--- config.mk ---
export PLATFORM = sky130hd
export DESIGN_NAME = irq_vector_flags
export DESIGN_NICKNAME = d
export VERILOG_FILES = /design/src/irq_vector_pkg.sv /design/src/irq_vector_flags.sv
export SDC_FILE = /design/constraint.sdc
export NUM_CORES = 1
export LEC_CHECK = 0
export CAP_MARGIN = 20
export CORE_ASPECT_RATIO = 1.75
export CORE_MARGIN = 1
export CORE_UTILIZATION = 57
export DETAILED_ROUTE_END_ITERATION = 8
export DONT_BUFFER_PORTS = 1
export GPL_TIMING_DRIVEN = 0
export HOLD_SLACK_MARGIN = 0.15
export PLACE_DENSITY = 0.83
export SLEW_MARGIN = 20
export SYNTH_ARGS = -nofsm -noshare
export SYNTH_HDL_FRONTEND = slang
export SYNTH_SLANG_ARGS = --single-unit
--- constraint.sdc ---
create_clock -name aclk -period 2.4 [get_ports aclk]
set_clock_uncertainty 0.05 [all_clocks]
set_input_delay 0.24 -clock aclk [delete_from_list [all_inputs] [get_ports aclk]]
set_output_delay 0.24 -clock aclk [all_outputs]
set_load 0.005 [all_outputs]
--- src/irq_vector_pkg.sv ---
// Constants and types shared by the interrupt vector and flag logic.
package irq_vector_pkg;
  localparam int unsigned AXI_ADDR_W     = 8;
  localparam int unsigned FLAG_W         = 16;
  localparam int unsigned SRC_N          = 14;
  localparam int unsigned SOFT_N         = 14;
  localparam int unsigned DMA_SEL_W      = 4;
  localparam logic [7:0]  FLAGS_OFF      = 8'h00;
  localparam logic [7:0]  MASK_OFF       = 8'h04;
  localparam logic [7:0]  DMA_SEL_OFF    = 8'h08;
  localparam logic [7:0]  OFFER_OFF      = 8'h0C;
  localparam logic [15:0] FLAGS_RESET    = 16'h0000;
  localparam logic [15:0] MASK_RESET     = 16'h0000;
  localparam logic [3:0]  DMA_SEL_RESET  = 4'h0;
  localparam logic [15:0] RESERVED_BITS  = 16'hC000;
  localparam int unsigned BIT_EXT0       = 0;
  localparam int unsigned BIT_EXT1       = 1;
  localparam int unsigned BIT_EXT2       = 2;
  localparam int unsigned BIT_TIMER0     = 3;
  localparam int unsigned BIT_SER0_RX    = 4;
  localparam int unsigned BIT_SER0_TX    = 5;
  localparam int unsigned BIT_DMA0       = 6;
  localparam int unsigned BIT_TIMER1     = 7;
  localparam int unsigned BIT_EXT3       = 8;
  localparam int unsigned BIT_HOST       = 9;
  localparam int unsigned BIT_SER1_RX    = 10;
  localparam int unsigned BIT_SER1_TX    = 11;
  localparam int unsigned BIT_DMA4       = 12;
  localparam int unsigned BIT_DMA5       = 13;
  localparam logic [6:0]  SLOT_STEP      = 7'h04;
  localparam logic [6:0]  VEC_RESET      = 7'h00;
  localparam logic [6:0]  VEC_NMI        = 7'h04;
  localparam logic [6:0]  VEC_SOFT_FIRST = 7'h08;
  localparam logic [6:0]  VEC_SOFT_LAST  = 7'h3C;
  localparam logic [6:0]  VEC_HW_BASE    = 7'h40;
  localparam logic [4:0]  PRI_NONE       = 5'h00;
  localparam logic [4:0]  PRI_RESET      = 5'h01;
  localparam logic [4:0]  PRI_NMI        = 5'h02;
  localparam logic [4:0]  PRI_HW_BASE    = 5'h03;
  localparam logic [4:0]  SOFT_FIRST_NUM = 5'h11;
  localparam logic [4:0]  SOFT_LAST_NUM  = 5'h1E;
  localparam logic [1:0]  RESP_OKAY      = 2'h0;
  localparam logic [1:0]  RESP_SLVERR    = 2'h2;

  typedef enum logic [1:0] {KIND_RESET, KIND_NMI, KIND_HW, KIND_SOFT} kind_t;
  typedef enum logic [1:0] {ST_IDLE = 2'b01, ST_OFFER = 2'b10} take_state_t;

  typedef struct packed {
    logic dma_ch5_request;
    logic dma_ch4_request;
    logic dma_ch3_request;
    logic dma_ch2_request;
    logic dma_ch1_request;
    logic dma_ch0_request;
    logic host_port_request;
    logic serial1_transmit_request;
    logic serial1_receive_request;
    logic serial0_transmit_request;
    logic serial0_receive_request;
    logic timer1_request;
    logic timer0_request;
    logic external_request_3;
    logic external_request_2;
    logic external_request_1;
    logic external_request_0;
  } sources_t;
endpackage

--- src/irq_vector_flags.sv ---
// Interrupt flag, mask and vector logic with an AXI4-Lite register slave.
//
// Decided for this implementation: the AXI4-Lite register port and the placing of the registers.
module irq_vector_flags (
  input  wire logic                     aclk,
  input  wire logic                     aresetn,
  input  wire logic [7:0]               awaddr,
  input  wire logic                     awvalid,
  output logic                          awready,
  input  wire logic [31:0]              wdata,
  input  wire logic [3:0]               wstrb,
  input  wire logic                     wvalid,
  output logic                          wready,
  output logic [1:0]                    bresp,
  output logic                          bvalid,
  input  wire logic                     bready,
  input  wire logic [7:0]               araddr,
  input  wire logic                     arvalid,
  output logic                          arready,
  output logic [31:0]                   rdata,
  output logic [1:0]                    rresp,
  output logic                          rvalid,
  input  wire logic                     rready,
  input  wire irq_vector_pkg::sources_t sources,
  input  wire logic                     reset_pin,
  input  wire logic                     software_reset_trap,
  input  wire logic                     nmi_request,
  input  wire logic                     software_trap_valid,
  input  wire logic [4:0]               software_trap_number,
  input  wire logic                     take_ack,
  output logic                          offer_valid,
  output logic [6:0]                    offer_vector,
  output logic [4:0]                    offer_priority,
  output logic                          irq
);
  logic [15:0]                 flags_q, flags_d, mask_q, mask_d, hw_set, clr;
  logic [3:0]                  sel_q, sel_d;
  logic                        rst_pend_q, rst_pend_d, nmi_pend_q, nmi_pend_d;
  logic [13:0]                 soft_q, soft_d, soft_set, soft_clr;
  irq_vector_pkg::take_state_t state_q, state_d;
  irq_vector_pkg::kind_t       kind_q, kind_d, cand_kind;
  logic [3:0]                  idx_q, idx_d, cand_idx;
  logic                        offer_q, offer_d, cand_valid;
  logic [6:0]                  vec_q, vec_d, cand_vec;
  logic [4:0]                  pri_q, pri_d, cand_pri;
  logic                        irq_q, irq_d;
  logic                        aw_held_q, aw_held_d, w_held_q, w_held_d;
  logic [7:0]                  waddr_q, waddr_d;
  logic [31:0]                 wdat_q, wdat_d, rdata_q, rdata_d;
  logic [3:0]                  wstb_q, wstb_d;
  logic                        awready_q, awready_d, wready_q, wready_d;
  logic                        bvalid_q, bvalid_d, arready_q, arready_d;
  logic                        rvalid_q, rvalid_d;
  logic [1:0]                  bresp_q, bresp_d, rresp_q, rresp_d;
  logic [15:0]                 lane;
  logic [7:0]                  wa, ra;

  // Shared bits follow the DMA selection field.
  always_comb
  begin
    hw_set = '0;
    hw_set[irq_vector_pkg::BIT_EXT0] = sources.external_request_0;
    hw_set[irq_vector_pkg::BIT_EXT1] = sources.external_request_1;
    hw_set[irq_vector_pkg::BIT_EXT2] = sources.external_request_2;
    hw_set[irq_vector_pkg::BIT_TIMER0] = sources.timer0_request;
    hw_set[irq_vector_pkg::BIT_SER0_RX] = sources.serial0_receive_request;
    hw_set[irq_vector_pkg::BIT_SER0_TX] = sources.serial0_transmit_request;
    hw_set[irq_vector_pkg::BIT_DMA0] = sel_q[0] & sources.dma_ch0_request;
    hw_set[irq_vector_pkg::BIT_TIMER1] = sel_q[1] ? sources.dma_ch1_request
                                                  : sources.timer1_request;
    hw_set[irq_vector_pkg::BIT_EXT3] = sources.external_request_3;
    hw_set[irq_vector_pkg::BIT_HOST] = sources.host_port_request;
    // serial 1 receive or DMA 2
    hw_set[irq_vector_pkg::BIT_SER1_RX] =
      sel_q[2] ? sources.dma_ch2_request : sources.serial1_receive_request;
    // serial 1 transmit or DMA 3
    hw_set[irq_vector_pkg::BIT_SER1_TX] =
      sel_q[3] ? sources.dma_ch3_request : sources.serial1_transmit_request;
    hw_set[irq_vector_pkg::BIT_DMA4] = sources.dma_ch4_request;
    hw_set[irq_vector_pkg::BIT_DMA5] = sources.dma_ch5_request;
  end

  // Picks the source to offer next; later assignments win.
  always_comb
  begin
    cand_valid = 1'b0;
    cand_vec   = irq_vector_pkg::VEC_RESET;
    cand_pri   = irq_vector_pkg::PRI_NONE;
    cand_kind  = irq_vector_pkg::KIND_SOFT;
    cand_idx   = 4'h0;
    for (int i = irq_vector_pkg::SOFT_N - 1; i >= 0; i--)
    begin
      if (soft_q[i])
      begin
        cand_valid = 1'b1;
        cand_vec   = 7'(irq_vector_pkg::VEC_SOFT_FIRST
                        + 7'(i) * irq_vector_pkg::SLOT_STEP);
        cand_pri   = irq_vector_pkg::PRI_NONE;
        cand_kind  = irq_vector_pkg::KIND_SOFT;
        cand_idx   = 4'(i);
      end
    end
    for (int i = irq_vector_pkg::SRC_N - 1; i >= 0; i--)
    begin
      if (flags_q[i] && mask_q[i])
      begin
        cand_valid = 1'b1;
        cand_vec   = 7'(irq_vector_pkg::VEC_HW_BASE
                        + 7'(i) * irq_vector_pkg::SLOT_STEP);
        cand_pri   = 5'(irq_vector_pkg::PRI_HW_BASE + 5'(i));
        cand_kind  = irq_vector_pkg::KIND_HW;
        cand_idx   = 4'(i);
      end
    end
    if (nmi_pend_q)
    begin
      cand_valid = 1'b1;
      cand_vec   = irq_vector_pkg::VEC_NMI;
      cand_pri   = irq_vector_pkg::PRI_NMI;
      cand_kind  = irq_vector_pkg::KIND_NMI;
    end
    if (rst_pend_q)
    begin
      cand_valid = 1'b1;
      cand_vec   = irq_vector_pkg::VEC_RESET;
      cand_pri   = irq_vector_pkg::PRI_RESET;
      cand_kind  = irq_vector_pkg::KIND_RESET;
    end
  end

  // Next values of flags, offer handshake and register slave.
  always_comb
  begin
    wa = {waddr_q[7:2], 2'b00};
    ra = {araddr[7:2], 2'b00};
    lane = {{8{wstb_q[1]}}, {8{wstb_q[0]}}};
    clr = '0;
    soft_clr = '0;
    soft_set = '0;
    mask_d = mask_q;
    sel_d = sel_q;
    state_d = state_q;
    offer_d = offer_q;
    vec_d = vec_q;
    pri_d = pri_q;
    kind_d = kind_q;
    idx_d = idx_q;
    rst_pend_d = rst_pend_q;
    nmi_pend_d = nmi_pend_q;
    aw_held_d = aw_held_q;
    w_held_d = w_held_q;
    waddr_d = waddr_q;
    wdat_d = wdat_q;
    wstb_d = wstb_q;
    bvalid_d = bvalid_q && !bready;
    bresp_d = bresp_q;
    rvalid_d = rvalid_q && !rready;
    rresp_d = rresp_q;
    rdata_d = rdata_q;
    if (software_trap_valid
        && software_trap_number >= irq_vector_pkg::SOFT_FIRST_NUM
        && software_trap_number <= irq_vector_pkg::SOFT_LAST_NUM)
      soft_set[4'(software_trap_number - irq_vector_pkg::SOFT_FIRST_NUM)] = 1'b1;
    unique case (state_q)
      irq_vector_pkg::ST_IDLE:
        if (cand_valid)
        begin
          offer_d = 1'b1;
          vec_d = cand_vec;
          pri_d = cand_pri;
          kind_d = cand_kind;
          idx_d = cand_idx;
          state_d = irq_vector_pkg::ST_OFFER;
        end
      irq_vector_pkg::ST_OFFER:
        if (take_ack)
        begin
          offer_d = 1'b0;
          state_d = irq_vector_pkg::ST_IDLE;
          unique case (kind_q)
            irq_vector_pkg::KIND_RESET: rst_pend_d = 1'b0;
            irq_vector_pkg::KIND_NMI:   nmi_pend_d = 1'b0;
            irq_vector_pkg::KIND_HW:    clr[idx_q] = 1'b1;
            irq_vector_pkg::KIND_SOFT:  soft_clr[idx_q] = 1'b1;
          endcase
        end
      default: state_d = irq_vector_pkg::ST_IDLE;
    endcase
    if (awvalid && awready_q)
    begin
      aw_held_d = 1'b1;
      waddr_d = awaddr;
    end
    if (wvalid && wready_q)
    begin
      w_held_d = 1'b1;
      wdat_d = wdata;
      wstb_d = wstrb;
    end
    if (aw_held_q && w_held_q && !bvalid_q)
    begin
      aw_held_d = 1'b0;
      w_held_d = 1'b0;
      bvalid_d = 1'b1;
      bresp_d = irq_vector_pkg::RESP_OKAY;
      if (wa == irq_vector_pkg::FLAGS_OFF)
        clr = clr | (wdat_q[15:0] & lane);
      else if (wa == irq_vector_pkg::MASK_OFF)
        mask_d = (mask_q & ~lane) | (wdat_q[15:0] & lane);
      else if (wa == irq_vector_pkg::DMA_SEL_OFF)
      begin
        if (wstb_q[0])
          sel_d = wdat_q[3:0];
      end
      else if (wa != irq_vector_pkg::OFFER_OFF)
        bresp_d = irq_vector_pkg::RESP_SLVERR;
    end
    if (arvalid && arready_q)
    begin
      rvalid_d = 1'b1;
      rresp_d = irq_vector_pkg::RESP_OKAY;
      rdata_d = '0;
      if (ra == irq_vector_pkg::FLAGS_OFF)
        rdata_d[15:0] = flags_q;
      else if (ra == irq_vector_pkg::MASK_OFF)
        rdata_d[15:0] = mask_q;
      else if (ra == irq_vector_pkg::DMA_SEL_OFF)
        rdata_d[3:0] = sel_q;
      else if (ra == irq_vector_pkg::OFFER_OFF)
        rdata_d[12:0] = {offer_q, pri_q, vec_q};
      else
        rresp_d = irq_vector_pkg::RESP_SLVERR;
    end
    // New requests win over any clear in the same cycle.
    flags_d = (flags_q & ~clr) | hw_set;
    flags_d = flags_d & ~irq_vector_pkg::RESERVED_BITS;
    mask_d = mask_d & ~irq_vector_pkg::RESERVED_BITS;
    soft_d = (soft_q & ~soft_clr) | soft_set;
    rst_pend_d = rst_pend_d | reset_pin | software_reset_trap;
    nmi_pend_d = nmi_pend_d | nmi_request;
    irq_d = |(flags_d & mask_d);
    awready_d = !aw_held_d && !bvalid_d;
    wready_d = !w_held_d && !bvalid_d;
    arready_d = !rvalid_d;
  end

  always_ff @(posedge aclk)
  begin
    if (!aresetn)
    begin
      flags_q <= irq_vector_pkg::FLAGS_RESET;
      mask_q <= irq_vector_pkg::MASK_RESET;
      sel_q <= irq_vector_pkg::DMA_SEL_RESET;
      rst_pend_q <= 1'b0;
      nmi_pend_q <= 1'b0;
      soft_q <= '0;
      state_q <= irq_vector_pkg::ST_IDLE;
      offer_q <= 1'b0;
      vec_q <= irq_vector_pkg::VEC_RESET;
      pri_q <= irq_vector_pkg::PRI_NONE;
      kind_q <= irq_vector_pkg::KIND_RESET;
      idx_q <= 4'h0;
      irq_q <= 1'b0;
      aw_held_q <= 1'b0;
      w_held_q <= 1'b0;
      waddr_q <= 8'h00;
      wdat_q <= 32'h00000000;
      wstb_q <= 4'h0;
      awready_q <= 1'b0;
      wready_q <= 1'b0;
      bvalid_q <= 1'b0;
      bresp_q <= irq_vector_pkg::RESP_OKAY;
      arready_q <= 1'b0;
      rvalid_q <= 1'b0;
      rresp_q <= irq_vector_pkg::RESP_OKAY;
      rdata_q <= 32'h00000000;
    end
    else
    begin
      flags_q <= flags_d;
      mask_q <= mask_d;
      sel_q <= sel_d;
      rst_pend_q <= rst_pend_d;
      nmi_pend_q <= nmi_pend_d;
      soft_q <= soft_d;
      state_q <= state_d;
      offer_q <= offer_d;
      vec_q <= vec_d;
      pri_q <= pri_d;
      kind_q <= kind_d;
      idx_q <= idx_d;
      irq_q <= irq_d;
      aw_held_q <= aw_held_d;
      w_held_q <= w_held_d;
      waddr_q <= waddr_d;
      wdat_q <= wdat_d;
      wstb_q <= wstb_d;
      awready_q <= awready_d;
      wready_q <= wready_d;
      bvalid_q <= bvalid_d;
      bresp_q <= bresp_d;
      arready_q <= arready_d;
      rvalid_q <= rvalid_d;
      rresp_q <= rresp_d;
      rdata_q <= rdata_d;
    end
  end

  assign awready = awready_q;
  assign wready = wready_q;
  assign bvalid = bvalid_q;
  assign bresp = bresp_q;
  assign arready = arready_q;
  assign rvalid = rvalid_q;
  assign rresp = rresp_q;
  assign rdata = rdata_q;
  assign offer_valid = offer_q;
  assign offer_vector = vec_q;
  assign offer_priority = pri_q;
  assign irq = irq_q;
endmodule // irq_vector_flags

==> metrics.yaml, run 1 <==
floorplanning:
  die_area_mm2: 0.00994
  rows: 46
  initial_utilization: 0.594
  die_x_um: 75.8
  coreArea_mm2: 0.00915
  die_h_um: 131
  io-pin-count: 141
sta:
  holdWs_ns: 0.165
  maxSlewViolCount: 0
  slew_headroom: 0.359
  max_freq_mhz: 392
  worst_pin_slew_ns: 0.954
  final.setup.worst_slack_ns: -0.152
  rsz0062_at_grt: "yes"
  finalCritPeriodShare: 1.06
  finalCriticalPeriod_ns: 2.55
  final.setup.tns_ns: -0.152
  finalSetupViolCount: 1
  hold_viol: 0
synthesis:
  synth_top_cells_by_count: "dfxtp_1 (113), nand2_1 (112), nor2_1 (92), a21oi_1 (78), nand3_1 (26)"
  synth.area.top_cells: "dfxtp_1 (42%), nand2_1 (7.7%), a21oi_1 (7.2%), nor2_1 (6.4%), mux2i_1 (4.1%)"
  synth-seq-cells: 113
  syn-mean-instance-area_um2: 8.00
  ys_types: 61
  yosys.area.top_type: "dfxtp_1"
  synth_edf_count: 0
  ys_seq_area_frac: 0.416
  syn_area_mm2: 0.00543
  synth_top_area_frac: 0.416
  synth_cells: 679
  synthFlopType: "dfxtp_1"
  ys_async_sr_fraction: 0
  yosysMostFrequentCell: "dfxtp_1"
  yosys_warnings: 0
clock_network:
  clk_path_buf_depth: 2
  htreeDepth: 4
  cts-buffers-inserted: 17
  cts_sinks: 113
  clk_latency_ns: 0.42
  cts_tree: "done"
  path_clk_slew_ns: 0.06
  clockRootBuffer: "clkbuf_16"
route:
  ant_nets: 0
  first_pass_iters: 6
  drc_errors: 0
  wl_um: 20500
  via_per_inst: 6.40
  drtIter0Drc: 683
  wire_per_inst_um: 22.2
  num_vias: 5931
global_routing:
  track_usage: 0.417
  grt_pass1_wl_um: 30200
  grt_pass1_vias: 5799
  grt_max_degree: 17
  grt-ovfl-total: 0
  antenna_found_initial: 2
final_layout:
  area_delta_synth_final_pct: 32.1
  fin_util: 0.784
  final_area_mm2: 0.00717
  drive_above_1_share: 0.146
  nets: 879
setup_path:
  required_ns: 2.62
  start_kind: "register"
  cp-end-kind: "register"
  crit_path_max_fanout: 5
  critPathKind: "register to register"
  arrival_ns: 2.77
outcome:
  failed_checks: "negative setup slack"
  status: "complete, but fails checks"
power:
  p_per_area_mw_per_mm2: 748
  p_leak_nw: 2.69
  ir_drop_uv: 698
placed_design:
  gp_congestion: 0.976
  dpl.hpwl_um: 13100
  placed_area_mm2: 0.00566
  port_buffers: 0
run:
  max_cap_viol_count: 0
hold_path:
  holdCritPathClass: "primary input to register"
[per-layer routing]
metal	share of wire	track usage	vias up
met4	0.084	0.298	0
met3	0.10	0.127	141
li1	-	-	2610
met5	0	0	-
met1	0.32	0.432	2753
met2	0.49	0.679	427
[through the flow]
step           power (W)  cells  worst slack [ns]
2_1_floorplan    0.00236    700            0.0812
3_3_place_gp     0.00247    820            -0.318
3_5_place_dp     0.00248    820            -0.267
4_1_cts          0.00528    917            -0.159
5_1_grt          0.00547    927            -0.170
6_report         0.00537    927            -0.152
[logic make-up after synthesis]
family | count (synthesis) | share of synthesized area
simple gates | 303 | 0.258
compound gates | 169 | 0.192
flops | 113 | 0.416
buf+inv | 56 | 0.0567
mux | 36 | 0.0737
xor+xnor | 1 | 0.00161
other cells | 1 | 0.000690
[flip-flops by register name, indices dropped and copies added (netlist names), 4 cells and up]
name	cells
offer_vector	5
waddr_q	6
soft_q	14
flags_q	14
offer_priority	5
sel_q	4
idx_q	4
rdata	14
mask_q	14
wdat_q	14
[final timing paths]
kind	endpoint	depth (start not counted)	slack (ns)	startpoint
min reg2reg	waddr_q[4]	2	0.44	waddr_q[4]
min	soft_q[10]	3	0.17	software_trap_number[0]
max	irq	8	-0.15	waddr_q[4]
max reg2reg	irq	8	-0.15	waddr_q[4]
[power by group]
group	switching, W	total [W]	internal, W
registers	0.000105	0.00205	0.00195
logic	0.000304	0.000547	0.000243
clock network	0.000938	0.00276	0.00183
[worst max-delay path, cell delays in order, from the launching register on]
cell and delay (ns):
dfxtp_1 0.31, or4_4 0.61, nor4_4 0.27, buf_4 0.19, nand2_1 0.09, a31oi_2 0.25, o22ai_2 0.13, nor4_2 0.39
a21oi_1 0.12
[layout make-up]
class	count	area, um2
clock buffers	21	470
fillers	568	1980
repair buffers	75	713
diodes	1	2.50
plain buffers	49	293
clock inverters	11	178
flip-flops and latches	113	2260
multi-input cells	531	3080
inverters	6	22.5
well taps	120	150
[timing repair]
item	CTS	global route
setup buffers	5	10
setup endpoints to repair	18	19
endpoints found under the hold margin	60	0
gates resized for setup	11	22
pin swaps	4	11
hold buffers	60	0
[layout by cell type (no fill, tap or decap), types with 9 or more instances in the layout]
master	count
mux2i_1	17
nand2_1	112
o21ai_0	24
dfxtp_1	112
dlygate4sd3_1	60
buf_4	38
nand3_1	26
clkbuf_1	23
a21oi_1	78
conb_1	22
a22oi_1	13
a31oi_1	9
nor2_1	92
nand4_1	10
clkbuf_16	17
nor3_1	12
mux2_2	12
Power figures use the tool's default switching activity.
==> run 2, diff against run 1 <==
==> constraint.sdc (replaced) <==
create_clock -name aclk -period 2.4 [get_ports aclk]
set_clock_uncertainty 0.05 [all_clocks]
set_input_delay 0.12 -clock aclk [delete_from_list [all_inputs] [get_ports aclk]]
set_output_delay 0.12 -clock aclk [all_outputs]
set_load 0.005 [all_outputs]
==> metrics.yaml, run 2 (synthesized netlist as in run 1, its figures left out) <==
clock_network:
  path_clk_slew_ns: 0.06  # about the same
  cts_sinks: 113  # unchanged
  clk_latency_ns: 0.43  # about the same
  clockRootBuffer: "clkbuf_16"
  cts-buffers-inserted: 17  # unchanged
  clk_path_buf_depth: 2  # unchanged
  htreeDepth: 4  # unchanged
  cts_tree: "done"
power:
  p_leak_nw: 2.72  # +1.1%
  switching_share: 0.254  # +0.00298
  total_power_w: 0.00540  # +0.65%
  p_int_w: 0.00403  # +0.25%
  ir_drop_uv: 692  # -0.93%
  pwr-share-clk: 0.515  # about the same
  p_seq_frac: 0.381  # -0.002
  p_per_area_mw_per_mm2: 742  # -0.79%
  switching_power_w: 0.00137  # +1.8%
  p_comb_frac: 0.104  # +0.002
global_routing:
  antenna_found_initial: 0  # -2
  grt_pass1_vias: 5994  # +3.4%
  use_met2: 0.703  # +0.0236
  grt_pass1_wl_um: 31700  # +4.8%
  grtUsageMet1: 0.441  # +0.00907
  track_usage: 0.437  # +0.0208
  grt_max_degree: 17  # unchanged
  grt-ovfl-total: 0  # unchanged
  use_met3: 0.153  # +0.0268
  grt_most_used_layer: "met2"
sta:
  worst_pin_slew_ns: 0.998  # +0.0448 ns
  holdWs_ns: 0.160  # -0.00511 ns
  rsz0062_at_grt: "yes"
  final.setup.worst_slack_ns: -0.124  # +0.0282 ns
  finalCriticalPeriod_ns: 2.52  # -0.0282 ns
  finalSetupViolCount: 1  # unchanged
  maxSlewViolCount: 0  # unchanged
  hold_viol: 0  # unchanged
  finalCritPeriodShare: 1.05  # -0.0117
  slew_headroom: 0.329  # -0.0301
  max_freq_mhz: 396  # +1.1%
floorplanning:
  initial_utilization: 0.594  # unchanged
  die_h_um: 131  # unchanged
  coreArea_mm2: 0.00915  # unchanged
  die_x_um: 75.8  # unchanged
  io-pin-count: 141  # unchanged
  rows: 46  # unchanged
  die_area_mm2: 0.00994  # unchanged
final_layout:
  fill_cells: 544  # -4.2%
  final_common_cell: "nand2_1"
  final_cell_mix: "nand2_1 (112), dfxtp_1 (111), nor2_1 (92)"
  nets: 888  # +1.0%
  drive_above_1_share: 0.144  # -0.00284
  area_delta_synth_final_pct: 34.0
  instances_no_fill: 935  # +0.86%
  diodes: 0  # -1
  fin_util: 0.795  # +0.0113
route:
  drc_errors: 0  # unchanged
  wl_um: 21200  # +3.3%
  drtIter0Drc: 721  # +5.6%
  ant_nets: 0  # unchanged
  via_per_inst: 6.44  # +0.72%
  wire_per_inst_um: 22.7  # +2.4%
  num_vias: 6025  # +1.6%
  first_pass_iters: 5  # -1
outcome:
  failed_checks: "negative setup slack"
  status: "complete, but fails checks"
setup_path:
  startpoint: "waddr_q[5]"
  worstReg2RegStart: "waddr_q[5]"
  start_kind: "register"
  cp-end-kind: "register"
  required_ns: 2.62  # about the same
  arrival_ns: 2.75  # -0.02 ns
  crit_path_max_fanout: 5  # unchanged
  critPathKind: "register to register"
hold_path:
  hold_path_startpoint: "take_ack"
  holdCritPathClass: "primary input to register"
placed_design:
  placed_cells: 820  # unchanged
  pre_cts_slack_ns: -0.267  # unchanged
  gp_congestion: 0.976  # unchanged
  port_buffers: 0  # unchanged
  dpl.hpwl_um: 13100  # unchanged
run:
  max_cap_viol_count: 0  # unchanged
## run 2: critical path, cell delays in order, from the launching register on
cell,delay (ns)
dfxtp_1,0.31
or4_4,0.60
nor4b_4,0.30
buf_4,0.19
buf_4,0.15
nand2_1,0.09
a31oi_2,0.24
o22ai_1,0.12
nor3_1,0.22
a21oi_1,0.09
## run 2: worst paths after layout
kind                               endpoint  slack (ns)  depth (start not counted)
worst max register to register          irq       -0.12                          9
worst max-delay path                    irq       -0.12                          9
worst min-delay path            offer_valid        0.16                          3
worst min register to register   waddr_q[4]        0.41                          2
## run 2: through the flow
stage	area, um2	setup TNS (ns)
finish	7280	-0.124
detailed placement	5660	-3.05
CTS	7120	-0.223
global route	7280	-0.202
floorplan	5510	0
global placement	5660	-3.36
## run 2: timing repair
action                                  CTS  global route
buffers inserted                          5             8
gates resized for setup                  11            22
hold buffers                             72             0
endpoints found under the setup margin   18            21
hold endpoints to repair                 66             0
pin swaps                                 4            10
## run 2: power by group through the flow
| stage | clock (W) | sequential [W] | combinational, W |
|---|---|---|---|
| final | 0.00278 | 0.00206 | 0.000563 |
| after global routing | 0.00284 | 0.00206 | 0.000602 |
| after CTS | 0.00274 | 0.00204 | 0.000511 |
| after detailed placement | 0 | 0.00208 | 0.000400 |
| after global placement | 0 | 0.00208 | 0.000390 |
| after floorplan | 0 | 0.00204 | 0.000316 |
## run 2: layout make-up
type / count / area [um2] / share of cell area
Tap cell: 120 / 150 / 0.0206
Clock inverter: 11 / 178 / 0.0244
Clock buffer: 21 / 470 / 0.0646
Sequential cell: 113 / 2260 / 0.311
Timing Repair Buffer: 85 / 831 / 0.114
Multi-Input combinational cell: 531 / 3080 / 0.424
Buffer: 48 / 278 / 0.0382
Inverter: 6 / 22.5 / 0.00309
## run 2: per-layer routing
metal	vias to the layer above	routed length, um
met3	160	2150
met2	473	10200
met1	2756	6900
met4	0	1940
li1	2636	-
met5	-	0
